===== src/sora_pkg.sv =====
// Shared constants and carrier types of the responder.
// Assumes a 125 MHz system clock and an asynchronous serial line.
package sora_pkg;

    // ------------------------------------------------------------
    // Timing
    // ------------------------------------------------------------
    localparam int unsigned CLK_HZ      = 125000000;
    localparam int unsigned BAUD_RATE   = 38400;
    localparam logic [11:0] BIT_CYCLES  = 12'((CLK_HZ + BAUD_RATE / 2) / BAUD_RATE);
    localparam logic [2:0]  LAST_BIT    = 3'h7;

    // ------------------------------------------------------------
    // Telegram layout
    // ------------------------------------------------------------
    localparam logic [3:0] TELEGRAM_LEN = 4'ha;
    localparam logic [3:0] LAST_BYTE    = 4'h9;
    localparam int         POS_ID       = 0;
    localparam int         POS_CMD      = 1;
    localparam int         POS_IDX_LO   = 2;
    localparam int         POS_IDX_HI   = 3;
    localparam int         POS_SUB      = 4;
    localparam int         POS_DATA     = 5;
    localparam int         POS_TELEGRAM_CHECKSUM     = 9;

    // ------------------------------------------------------------
    // Command and response codes
    // ------------------------------------------------------------
    localparam logic [7:0] CMD_READ    = 8'h40;
    localparam logic [7:0] CMD_WR32    = 8'h23;
    localparam logic [7:0] CMD_WR16    = 8'h2b;
    localparam logic [7:0] CMD_WR8     = 8'h2f;
    localparam logic [7:0] RSP_RD32    = 8'h43;
    localparam logic [7:0] RSP_RD16    = 8'h4b;
    localparam logic [7:0] RSP_RD8     = 8'h4f;
    localparam logic [7:0] RSP_WR_OK   = 8'h60;
    localparam logic [7:0] RSP_ERR     = 8'h80;
    localparam logic [31:0] ERR_CAUSE_BAD_CMD = 32'h0000_0001;

    // ------------------------------------------------------------
    // Object size encoding
    // ------------------------------------------------------------
    localparam logic [1:0] SIZE_8  = 2'h0;
    localparam logic [1:0] SIZE_16 = 2'h1;
    localparam logic [1:0] SIZE_32 = 2'h2;

    // ------------------------------------------------------------
    // Carrier types
    // ------------------------------------------------------------
    typedef struct packed {
        logic        valid;
        logic        write;
        logic [1:0]  size;
        logic [15:0] index;
        logic [7:0]  subindex;
        logic [31:0] wdata;
    } sora_dict_req_t;

    typedef struct packed {
        logic        done;
        logic        error;
        logic [1:0]  size;
        logic [31:0] rdata;
    } sora_dict_rsp_t;

endpackage : sora_pkg


===== src/sora_responder.sv =====
// Top of the responder: telegram parser, dictionary access, reply builder.
// Assumes an external object dictionary that answers each request with one done pulse.
//
// What this block does
// Read success answers 43h, 4Bh or 4Fh for 32, 16 or 8 bit data.
// Failed read answers 80h with a 32-bit error cause in data bytes.
// Reply echoes the request's 16-bit index unchanged.
// Reply echoes the request's 8-bit sub-index unchanged.
// Multi-byte fields travel low byte first; 2Bh writes a 16-bit value.
// Host writes a one-byte object with 2Fh, value in data byte 4.
// 23h writes a 32-bit value, little-endian across data bytes 4-7.
// Telegram is ID, eight payload bytes, checksum of negated byte sum.
// Own ID with bad checksum: discard telegram, send nothing.
// Host reads an object with 40h, index and sub-index, data unused.
// Line runs 38400 bit/s, 8 data bits, 1 stop, no parity.
// Checking and answering start only after all ten bytes arrive.
`timescale 1ns/100ps
`default_nettype none

module sora_responder
    import sora_pkg::*;
#(parameter logic [11:0] BIT_TIME = BIT_CYCLES)
(
    input  wire logic            clk,
    input  wire logic            arst_n,
    input  wire logic [7:0]      node_id,
    input  wire logic            rxd,
    output logic                 txd,
    output sora_dict_req_t       dict_req,
    input  wire sora_dict_rsp_t  dict_rsp,
    output logic                 checksum_error,
    output logic                 reply_done
);

    typedef enum logic [2:0] {M_RECV, M_CHECK, M_DICT, M_BUILD, M_SEND} sora_main_state_t;

    sora_main_state_t state_reg,     state_next;
    logic [7:0]       frame_reg [0:9];
    logic [7:0]       frame_next [0:9];
    logic [3:0]       count_reg,     count_next;
    logic [7:0]       sum_reg,       sum_next;
    sora_dict_req_t   req_reg,       req_next;
    logic             tx_start_reg,  tx_start_next;
    logic [7:0]       tx_data_reg,   tx_data_next;
    logic             chk_err_reg,   chk_err_next;
    logic             done_reg,      done_next;
    logic             rx_strobe;
    logic [7:0]       rx_data;
    logic             tx_busy;

    // ------------------------------------------------------------
    // Helpers
    // ------------------------------------------------------------
    function automatic logic [31:0] sora_mask(input logic [1:0] size, input logic [31:0] value);
        case (size)
            SIZE_8:  return {24'h000000, value[7:0]};
            SIZE_16: return {16'h0000, value[15:0]};
            default: return value;
        endcase
    endfunction : sora_mask

    // ------------------------------------------------------------
    // Serial line
    // ------------------------------------------------------------
    sora_uart #(.BIT_TIME(BIT_TIME)) u_uart (
        .clk       (clk),
        .arst_n    (arst_n),
        .rxd       (rxd),
        .tx_start  (tx_start_reg),
        .tx_data   (tx_data_reg),
        .rx_strobe (rx_strobe),
        .rx_data   (rx_data),
        .tx_busy   (tx_busy),
        .txd       (txd)
    );

    // ------------------------------------------------------------
    // Telegram sequencer
    // ------------------------------------------------------------
    always_comb begin
        logic [7:0]  cmd;
        logic [31:0] payload;
        logic [31:0] reply_data;
        logic [7:0]  chk;
        cmd        = frame_reg[POS_CMD];
        payload    = {frame_reg[POS_DATA + 3], frame_reg[POS_DATA + 2],
                      frame_reg[POS_DATA + 1], frame_reg[POS_DATA]};
        reply_data = 32'h00000000;
        chk        = 8'h00;
        state_next    = state_reg;
        frame_next    = frame_reg;
        count_next    = count_reg;
        sum_next      = sum_reg;
        req_next      = req_reg;
        tx_start_next = 1'b0;
        tx_data_next  = tx_data_reg;
        chk_err_next  = 1'b0;
        done_next     = 1'b0;
        case (state_reg)
            M_RECV: begin
                if (rx_strobe) begin
                    frame_next[count_reg] = rx_data;
                    sum_next              = sum_reg + rx_data;
                    if (count_reg == LAST_BYTE) begin
                        count_next = 4'h0;
                        state_next = M_CHECK;
                    end else begin
                        count_next = count_reg + 4'h1;
                    end
                end
            end
            M_CHECK: begin
                sum_next   = 8'h00;
                state_next = M_RECV;
                if (frame_reg[POS_ID] != node_id) begin
                    state_next = M_RECV;
                end else if (sum_reg != 8'h00) begin
                    chk_err_next = 1'b1;
                end else begin
                    req_next.index    = {frame_reg[POS_IDX_HI], frame_reg[POS_IDX_LO]};
                    req_next.subindex = frame_reg[POS_SUB];
                    state_next        = M_DICT;
                    req_next.valid    = 1'b1;
                    req_next.write    = 1'b1;
                    case (cmd)
                        CMD_READ: begin
                            req_next.write = 1'b0;
                            req_next.size  = SIZE_32;
                            req_next.wdata = 32'h00000000;
                        end
                        CMD_WR32: begin
                            req_next.size  = SIZE_32;
                            req_next.wdata = payload;
                        end
                        CMD_WR16: begin
                            req_next.size  = SIZE_16;
                            req_next.wdata = sora_mask(SIZE_16, payload);
                        end
                        CMD_WR8: begin
                            req_next.size  = SIZE_8;
                            req_next.wdata = sora_mask(SIZE_8, payload);
                        end
                        default: begin
                            req_next.valid      = 1'b0;
                            frame_next[POS_CMD] = RSP_ERR;
                            reply_data          = ERR_CAUSE_BAD_CMD;
                            for (int i = 0; i < 4; i++) begin
                                frame_next[POS_DATA + i] = reply_data[8 * i +: 8];
                            end
                            state_next = M_BUILD;
                        end
                    endcase
                end
            end
            M_DICT: begin
                if (dict_rsp.done) begin
                    req_next.valid = 1'b0;
                    if (dict_rsp.error) begin
                        frame_next[POS_CMD] = RSP_ERR;
                        reply_data          = dict_rsp.rdata;
                    end else if (req_reg.write) begin
                        frame_next[POS_CMD] = RSP_WR_OK;
                    end else begin
                        frame_next[POS_CMD] = (dict_rsp.size == SIZE_8) ? RSP_RD8 :
                                              (dict_rsp.size == SIZE_16) ? RSP_RD16 : RSP_RD32;
                        reply_data          = sora_mask(dict_rsp.size, dict_rsp.rdata);
                    end
                    for (int i = 0; i < 4; i++) begin
                        frame_next[POS_DATA + i] = reply_data[8 * i +: 8];
                    end
                    state_next = M_BUILD;
                end
            end
            M_BUILD: begin
                // Index bytes stay as received
                for (int i = 0; i < POS_TELEGRAM_CHECKSUM; i++) begin
                    chk = chk - frame_reg[i];
                end
                frame_next[POS_ID]   = node_id;
                frame_next[POS_TELEGRAM_CHECKSUM] = chk - frame_reg[POS_ID] + node_id;
                count_next           = 4'h0;
                state_next           = M_SEND;
            end
            M_SEND: begin
                if (!tx_busy && !tx_start_reg) begin
                    if (count_reg == TELEGRAM_LEN) begin
                        count_next = 4'h0;
                        done_next  = 1'b1;
                        state_next = M_RECV;
                    end else begin
                        tx_start_next = 1'b1;
                        tx_data_next  = frame_reg[count_reg];
                        count_next    = count_reg + 4'h1;
                    end
                end
            end
            default: state_next = M_RECV;
        endcase
    end

    always_ff @(posedge clk or negedge arst_n) begin
        if (!arst_n) begin
            state_reg    <= M_RECV;
            count_reg    <= 4'h0;
            sum_reg      <= 8'h00;
            req_reg      <= '0;
            tx_start_reg <= 1'b0;
            tx_data_reg  <= 8'h00;
            chk_err_reg  <= 1'b0;
            done_reg     <= 1'b0;
            for (int i = 0; i < 10; i++) begin
                frame_reg[i] <= 8'h00;
            end
        end else begin
            state_reg    <= state_next;
            count_reg    <= count_next;
            sum_reg      <= sum_next;
            req_reg      <= req_next;
            tx_start_reg <= tx_start_next;
            tx_data_reg  <= tx_data_next;
            chk_err_reg  <= chk_err_next;
            done_reg     <= done_next;
            frame_reg    <= frame_next;
        end
    end

    assign dict_req       = req_reg;
    assign checksum_error = chk_err_reg;
    assign reply_done     = done_reg;

endmodule : sora_responder

`default_nettype wire


===== src/sora_uart.sv =====
// Byte-wide asynchronous serial receiver and transmitter, 8N1.
// Assumes an asynchronous receive pin; it is synchronised here.
`timescale 1ns/100ps
`default_nettype none

module sora_uart
    import sora_pkg::*;
#(parameter logic [11:0] BIT_TIME = BIT_CYCLES)
(
    input  wire logic       clk,
    input  wire logic       arst_n,
    input  wire logic       rxd,
    input  wire logic       tx_start,
    input  wire logic [7:0] tx_data,
    output logic            rx_strobe,
    output logic [7:0]      rx_data,
    output logic            tx_busy,
    output logic            txd
);

    typedef enum logic [1:0] {RX_IDLE, RX_START, RX_DATA, RX_STOP} sora_rx_state_t;
    typedef enum logic [1:0] {TX_IDLE, TX_START, TX_DATA, TX_STOP} sora_tx_state_t;

    logic           rxd_meta_reg;
    logic           rxd_sync_reg;
    sora_rx_state_t rx_state_reg,  rx_state_next;
    logic [11:0]    rx_cnt_reg,    rx_cnt_next;
    logic [2:0]     rx_bit_reg,    rx_bit_next;
    logic [7:0]     rx_shift_reg,  rx_shift_next;
    logic           rx_strobe_reg, rx_strobe_next;
    logic [7:0]     rx_data_reg,   rx_data_next;
    sora_tx_state_t tx_state_reg,  tx_state_next;
    logic [11:0]    tx_cnt_reg,    tx_cnt_next;
    logic [2:0]     tx_bit_reg,    tx_bit_next;
    logic [7:0]     tx_shift_reg,  tx_shift_next;
    logic           txd_reg,       txd_next;

    // ------------------------------------------------------------
    // Pin synchroniser
    // ------------------------------------------------------------
    always_ff @(posedge clk or negedge arst_n) begin
        if (!arst_n) begin
            rxd_meta_reg <= 1'b1;
            rxd_sync_reg <= 1'b1;
        end else begin
            rxd_meta_reg <= rxd;
            rxd_sync_reg <= rxd_meta_reg;
        end
    end

    // ------------------------------------------------------------
    // Receiver
    // ------------------------------------------------------------
    always_comb begin
        rx_state_next  = rx_state_reg;
        rx_cnt_next    = rx_cnt_reg;
        rx_bit_next    = rx_bit_reg;
        rx_shift_next  = rx_shift_reg;
        rx_strobe_next = 1'b0;
        rx_data_next   = rx_data_reg;
        if (rx_cnt_reg != 12'h000) begin
            rx_cnt_next = rx_cnt_reg - 12'h001;
        end
        case (rx_state_reg)
            RX_IDLE: begin
                if (!rxd_sync_reg) begin
                    rx_cnt_next   = (BIT_TIME >> 1) - 12'h001;
                    rx_state_next = RX_START;
                end
            end
            RX_START: begin
                if (rx_cnt_reg == 12'h000) begin
                    rx_cnt_next   = BIT_TIME - 12'h001;
                    rx_bit_next   = 3'h0;
                    rx_state_next = rxd_sync_reg ? RX_IDLE : RX_DATA;
                end
            end
            RX_DATA: begin
                if (rx_cnt_reg == 12'h000) begin
                    rx_shift_next = {rxd_sync_reg, rx_shift_reg[7:1]};
                    rx_cnt_next   = BIT_TIME - 12'h001;
                    rx_bit_next   = rx_bit_reg + 3'h1;
                    if (rx_bit_reg == LAST_BIT) begin
                        rx_state_next = RX_STOP;
                    end
                end
            end
            RX_STOP: begin
                if (rx_cnt_reg == 12'h000) begin
                    rx_strobe_next = rxd_sync_reg;
                    rx_data_next   = rxd_sync_reg ? rx_shift_reg : rx_data_reg;
                    rx_state_next  = RX_IDLE;
                end
            end
            default: rx_state_next = RX_IDLE;
        endcase
    end

    // ------------------------------------------------------------
    // Transmitter
    // ------------------------------------------------------------
    always_comb begin
        tx_state_next = tx_state_reg;
        tx_cnt_next   = tx_cnt_reg;
        tx_bit_next   = tx_bit_reg;
        tx_shift_next = tx_shift_reg;
        txd_next      = txd_reg;
        if (tx_cnt_reg != 12'h000) begin
            tx_cnt_next = tx_cnt_reg - 12'h001;
        end
        case (tx_state_reg)
            TX_IDLE: begin
                txd_next = 1'b1;
                if (tx_start) begin
                    tx_shift_next = tx_data;
                    tx_cnt_next   = BIT_TIME - 12'h001;
                    txd_next      = 1'b0;
                    tx_state_next = TX_START;
                end
            end
            TX_START: begin
                if (tx_cnt_reg == 12'h000) begin
                    txd_next      = tx_shift_reg[0];
                    tx_bit_next   = 3'h0;
                    tx_cnt_next   = BIT_TIME - 12'h001;
                    tx_state_next = TX_DATA;
                end
            end
            TX_DATA: begin
                if (tx_cnt_reg == 12'h000) begin
                    tx_cnt_next = BIT_TIME - 12'h001;
                    if (tx_bit_reg == LAST_BIT) begin
                        txd_next      = 1'b1;
                        tx_state_next = TX_STOP;
                    end else begin
                        tx_shift_next = {1'b0, tx_shift_reg[7:1]};
                        txd_next      = tx_shift_reg[1];
                        tx_bit_next   = tx_bit_reg + 3'h1;
                    end
                end
            end
            TX_STOP: begin
                if (tx_cnt_reg == 12'h000) begin
                    tx_state_next = TX_IDLE;
                end
            end
            default: tx_state_next = TX_IDLE;
        endcase
    end

    always_ff @(posedge clk or negedge arst_n) begin
        if (!arst_n) begin
            rx_state_reg  <= RX_IDLE;
            rx_cnt_reg    <= 12'h000;
            rx_bit_reg    <= 3'h0;
            rx_shift_reg  <= 8'h00;
            rx_strobe_reg <= 1'b0;
            rx_data_reg   <= 8'h00;
            tx_state_reg  <= TX_IDLE;
            tx_cnt_reg    <= 12'h000;
            tx_bit_reg    <= 3'h0;
            tx_shift_reg  <= 8'h00;
            txd_reg       <= 1'b1;
        end else begin
            rx_state_reg  <= rx_state_next;
            rx_cnt_reg    <= rx_cnt_next;
            rx_bit_reg    <= rx_bit_next;
            rx_shift_reg  <= rx_shift_next;
            rx_strobe_reg <= rx_strobe_next;
            rx_data_reg   <= rx_data_next;
            tx_state_reg  <= tx_state_next;
            tx_cnt_reg    <= tx_cnt_next;
            tx_bit_reg    <= tx_bit_next;
            tx_shift_reg  <= tx_shift_next;
            txd_reg       <= txd_next;
        end
    end

    assign rx_strobe = rx_strobe_reg;
    assign rx_data   = rx_data_reg;
    assign tx_busy   = (tx_state_reg != TX_IDLE);
    assign txd       = txd_reg;

endmodule : sora_uart

`default_nettype wire


===== config.mk =====
export PLATFORM = sky130hd
export DESIGN_NAME = sora_responder
export DESIGN_NICKNAME = d
export VERILOG_FILES = /design/src/sora_pkg.sv /design/src/sora_responder.sv /design/src/sora_uart.sv
export SDC_FILE = /design/constraint.sdc
export NUM_CORES = 1
export LEC_CHECK = 0
export BUFFER_PORTS_ARGS = -buffer_cell sky130_fd_sc_hd__buf_4
export CAP_MARGIN = 20
export CELL_PAD_IN_SITES_DETAIL_PLACEMENT = 1
export CELL_PAD_IN_SITES_GLOBAL_PLACEMENT = 2
export CORE_MARGIN = 2
export CORE_UTILIZATION = 43
export CTS_CLUSTER_DIAMETER = 30
export DETAILED_ROUTE_END_ITERATION = 7
export MAX_ROUTING_LAYER = met4
export PLACE_DENSITY_LB_ADDON = 0.1
export SYNTH_ARGS = -nofsm -noshare
export SYNTH_HDL_FRONTEND = slang
export SYNTH_SLANG_ARGS = --single-unit

===== constraint.sdc =====
create_clock -name clk -period 10.11 [get_ports clk]
set_input_delay 2.022 -clock clk [delete_from_list [all_inputs] [get_ports clk]]
set_output_delay 2.022 -clock clk [all_outputs]
set_load 0.05 [all_outputs]

=== Word-level counts from Yosys, hierarchy flattened ===
Index checks and enable logic that the tools add are counted.

* Bits in registers: 228
* Bits of input ports: 47

* Mux-type cells: 98
* Add/sub/neg operators: 17
* Bitwise logic cells: 4
* $lt $le $gt $ge: 2
* Reduce and logical (&&, ||, !) cells: 48
* Eq/ne operators: 39

{| class="wikitable"
|+ Operators by type and width
! kind !! count
|-
| 2-to-1 mux 32 bit || 6
|-
| one-hot mux 32 bit (4 select lines) || 1
|-
| 2-to-1 mux 60 bit || 2
|-
| 2-to-1 mux 8 bit || 12
|-
| one-hot mux 32 bit (3 select lines) || 1
|-
| bitwise mux 80 bit || 1
|-
| 2-to-1 mux 80 bit || 1
|-
| 2-to-1 mux 12 bit || 6
|-
| subtractor 8 bit || 9
|-
| one-hot mux 32 bit (2 select lines) || 1
|-
| one-hot mux 8 bit (2 select lines) || 4
|-
| one-hot mux 12 bit (2 select lines) || 2
|-
| binary-select mux 8 bit (select 4 bit) || 1
|-
| demux 8 bit (select 4 bit) || 1
|-
| 2-to-1 mux 3 bit || 10
|-
| 2-to-1 mux 2 bit || 13
|-
| == test 8 x 6 -> 1 bit, second input constant || 3
|-
| zero test 12 bit || 2
|-
| 2-to-1 mux 4 bit || 6
|-
| one-hot mux 8 bit (3 select lines) || 1
|-
| nonzero test 12 bit || 2
|-
| subtractor 12 x 1 -> 12 bit, second input constant || 2
|-
| inequality test 2 bit, second input constant || 10
|-
| AND reduction 4 bit || 5
|-
| 40 further kinds || 106
|}

=== Depth between registers and ports, before layout ===
* Depth in word-level cells: 12
* Gate-level depth with buffers: 17

=== Hierarchy ===
Synthesis repeated with hierarchy kept, for this count alone.

* Cells, all modules: 1278
* Area, all modules: 13394.1 µm²

{| class="wikitable"
|+ Modules (own cells, without submodules)
! module !! sequential area each (µm²) !! area each (µm²) !! cells an instance !! times used
|-
| sora_responder || 4154.0 || 9993.3 || 950 || 1
|-
| sora_uart || 1555.2 || 3400.8 || 328 || 1
|}

=== Worst setup path after synthesis ===
No wires, ideal clock.

* Path type: input-to-reg
* From: input port node_id[3]
* To: register frame_reg[6] (netlist name)
* Path buffers: 0
* Library setup time: 0.135 ns
* Stages on the path: 15
* Arrival: 5.284 ns
* Path slack: 4.691 ns
* Required time: 9.975 ns
* Path through: inv_1 > fa_1 > inv_1 > fa_1 > inv_1 > fa_1 > fa_1 > inv_1 > fa_1 > a21o_1 > a21oi_1 > o21bai_1 > a21oi_1 > xor2_1 > mux2i_1

* Longest elaborated chain between the ends: 2

{| class="wikitable"
|+ RTL lines
! element !! line !! RTL
|-
| start: declaration || sora_responder.sv:26 || <nowiki>input wire logic [7:0] node_id,</nowiki>
|-
| adder 8 bit || sora_responder.sv:180 || <nowiki>frame_next[POS_TELEGRAM_CHECKSUM] = chk - frame_reg[POS_ID] + node_id;</nowiki>
|-
| one-hot mux 8 bit (2 select lines) || sora_responder.sv:99 || <nowiki>case (state_reg)</nowiki>
|-
| end signal: assignment || sora_responder.sv:223 || <nowiki>frame_reg <= frame_next;</nowiki>
|-
| end: declaration || sora_responder.sv:38 || <nowiki>logic [7:0] frame_reg [0:9];</nowiki>
|}

No other way between the ends.
A chain may end at the register's enable or synchronous reset.

=== Final worst setup path ===
Same ends and word-level chain as after synthesis.

==> impl_metrics.csv <==
group,metric,value,unit
worst_setup_path,required,10.54,ns
logic_synthesis,syn_avg_cell_area,10.3,µm²
layout,largest_reg_flops,80,
routing,drt_drc_violations_left,0,
clocking,hold_buffers,0,
logic_synthesis,post-synth-top-area-cell,"dfrtp_1",
routing,routed-via-count,10300,
worst_setup_path,crit_top_cell,"fa_1",
logic_synthesis,yosysWarnings,0,
timing,setup_slack,4.86,ns
floorplan,core-area,30400,µm²
logic_synthesis,yosysSeqAreaShare,0.431,
min_path,hold_class,"reg -> reg",
clocking,post_cts_resized,0,
logic_synthesis,synth_edf_count,0,
floorplan,dieArea,32200,µm²
logic_synthesis,ys.flop_type,"dfrtp_1",
timing,relSlewSlack,0.333,
routing,avgRoutedWirePerCell,23.1,µm
timing,final_hold_viol_count,0,
routing,routed_wl,42800,µm
clocking,cts_buffer_depth,3,
logic_synthesis,syn_inst,1280,
timing,period_share,0.519,
worst_setup_path,timing.rr.end,"frame_reg[7]$_DFFE_PN0P_",
outcome,status,"completed",
floorplan,num_rows,64,
timing,timing.hold.ws,0.349,ns
clocking,root_buffer,"clkbuf_16",
floorplan,io-pin-count,110,
floorplan,initial_core_util,0.435,
clocking,htree_levels,2,
worst_setup_path,worstPathArrival,5.68,ns
global_route,track_usage,0.277,
routing,ant_nets,0,
floorplan,fp.dieW,179,µm
global_route,grt_pass1_vias,10800,
logic_synthesis,synth_nets,1422,
timing,finalSetupViolations,0,
layout,syn_to_final_growth,24.5,%
min_path,hold_start,"u_uart.rxd_meta_reg$_DFF_PN1_",
logic_synthesis,synth_top_area_frac,0.425,
timing,drv_slew,0,
clocking,numCtsBuffers,57,
layout,layout.nets,1548,
worst_setup_path,path_cells,"buf_4 -> inv_1 -> fa_1 -> inv_1 -> fa_1 -> inv_1 -> fa_1 -> fa_1 -> inv_1 -> fa_1 -> a21o_1 -> a21oi_1 -> o21bai_1 -> a21oi_1 -> xor2_1 -> mux2i_1",
job,maxCapViolCount,0,
routing,via_per_inst,5.55,
worst_setup_path,critPathLaunchType,"primary input",
logic_synthesis,ys_types,69,
timing,tns,0,ns
worst_setup_path,setup.worst_path.end_class,"register",
clocking,clkLatencyLatePin,0.59,ns
floorplan,die-height,179,µm
global_route,gr-total-overflow,0,
placed_design,gp_congestion,0.894,
logic_synthesis,ys_ff_latch,228,
timing,fmax,190,MHz
placed_design,place.detailed.hpwl,31400,µm
global_route,antenna_found_initial,1,
layout,drive_gt1_frac,0.239,
global_route,grt_max_degree,96,
timing,post-route-min-period,5.25,ns
pwr,p_leak,7.67,nW
worst_setup_path,cp_max_fo,7,
clocking,cts_setup_buffers,0,
timing,worstMarginPinSlew,0.997,ns
logic_synthesis,synthArstFlopShare,1.00,
timing,skew,0.0155,ns
logic_synthesis,synth.area.top_cells,"dfrtp_1 (43%), fa_1 (9.1%), mux2_2 (7.5%), nand2_1 (4.3%), inv_1 (3.8%)",
clocking,cts.sink_count,228,
layout,final_area,16500,µm²
routing,drtIter0Drc,544,
worst_setup_path,crit-reg2reg-launch,"frame_reg[66]$_DFFE_PN0P_",
placed_design,placed_cell_area,14400,µm²
pwr,ir_drop,136,µV
pwr,power.density,191,nW/µm²
min_path,whs_path_depth,0,
logic_synthesis,synthesis.area,13200,µm²
timing,rsz0062_at_grt,"no",
worst_setup_path,path_class,"in -> reg",
min_path,holdPathEnd,"u_uart.rxd_sync_reg$_DFF_PN1_",
worst_setup_path,r2r_cells,15,
clocking,clkTransAtPathRegs,0.05,ns
pwr,power,3.15,mW
worst_setup_path,r2r_slack,5.13,ns
placed_design,dp_slack,4.25,ns
worst_setup_path,critPathSlowestCell,"fa_1",
clocking,cts_tree,"done",
placed_design,port_buffers,109,
worst_setup_path,cpPeakStageDelay,0.54,ns
routing,firstDrtPassIters,5,
global_route,grt_pass1_wl,65800,µm
[layout make-up]
| type | instances | area, µm² |
|---|---|---|
| fillers | 3269 | 13900 |
| multi-input cells | 867 | 6830 |
| flip-flops and latches | 228 | 5710 |
| clock buffers | 69 | 1550 |
| repair buffers | 118 | 897 |
| inverters | 134 | 503 |
| clock inverters | 38 | 495 |
| well taps | 396 | 495 |
| diodes | 1 | 2.50 |
[Yosys cell counts, types with 3 or more instances]
cell	count
dfrtp_1	225
nand2_1	153
inv_1	133
o21ai_0	97
mux2_2	88
nor2_1	81
a21oi_1	69
fa_1	60
ha_1	35
xnor2_1	34
clkbuf_1	32
nand3_1	22
mux2i_1	19
xor2_1	17
a22o_1	16
buf_2	16
mux4_2	16
a21o_1	13
nor3_1	12
nand2b_1	11
nor2b_1	11
nor4_1	11
a222oi_1	8
o22ai_1	6
a32oi_1	5
nand4_1	5
o31ai_1	5
or2_2	5
a211oi_1	4
a21boi_0	4
a22oi_1	4
o21bai_1	4
or3_1	4
a31oi_1	3
and2_1	3
dfstp_2	3
nand3_2	3
o211ai_1	3
o21a_1	3
[cells in the final DEF (no fill, tap or decap), types with 9 or more instances in the layout]
cell / n
inv_1: 133
nand3_1: 22
clkbuf_16: 57
fa_1: 60
nor3_1: 11
nand2b_1: 11
o21ai_0: 97
mux2i_1: 19
mux4_2: 16
a21o_1: 13
nor2b_1: 11
xor2_1: 17
a22o_1: 16
xnor2_1: 34
nand2_1: 152
bufinv_16: 9
nor4_1: 11
dfrtp_1: 225
mux2_2: 88
ha_1: 35
buf_4: 116
a21oi_1: 69
nor2_1: 81
[report_power, final]
group	leakage (nW)	internal, mW	switching [mW]
Sequential	3.07	0.932	0.0140
Combinational	3.61	0.120	0.160
Clock	0.986	1.32	0.598
[metal layers]
metal | global-route usage | wire [µm] | share of wire | vias up
met2 | 0.450 | 21300 | 0.50 | 271
met5 | - | 0 | 0 | -
met3 | 0.0557 | 2420 | 0.057 | 84
met4 | 0.102 | 1360 | 0.032 | 0
li1 | - | - | - | 4656
met1 | 0.345 | 17700 | 0.41 | 5254
[cells by family (layout without fill, tap and decap cells)]
group / after synthesis / count (layout) / synth area share
AOI/OAI and AO/OA: 259 / 259 / 0.122
xor gates and xnor gates: 52 / 52 / 0.0354
adders and majority gates: 96 / 96 / 0.125
buffers and inverters: 185 / 359 / 0.0542
DFF: 228 / 228 / 0.431
muxes: 123 / 123 / 0.116
other: 0 / 1 / 0
and+or+nand+nor: 337 / 337 / 0.117
[how the worst max path moves through the flow]
stage                                    end  slack (ns)       start  cells past startpoint
floorplan           frame_reg[6]$_DFFE_PN0P_        4.69  node_id[3]                     15
global placement    frame_reg[6]$_DFFE_PN0P_        4.34  node_id[3]                     16
detailed placement  frame_reg[6]$_DFFE_PN0P_        4.25  node_id[3]                     16
CTS                 frame_reg[6]$_DFFE_PN0P_        4.84  node_id[3]                     16
global route        frame_reg[6]$_DFFE_PN0P_        4.64  node_id[3]                     16
finish              frame_reg[6]$_DFFE_PN0P_        4.86  node_id[3]                     16
[stage by stage]
stage	utilization	std cells
final	0.542	1851
after global routing	0.542	1851
after CTS	0.542	1850
after detailed placement	0.474	1743
after global placement	0.474	1742
after floorplan	-	1280
[worst max-delay path, delay by kind of cell]
kind | cells | cell delay (ns)
adders and majority gates | 5 | 2.23
AOI/OAI and AO/OA | 4 | 0.66
buffers and inverters | 5 | 0.55
xor gates and xnor gates | 1 | 0.16
muxes | 1 | 0.08
(Power assumes the default switching activity.)
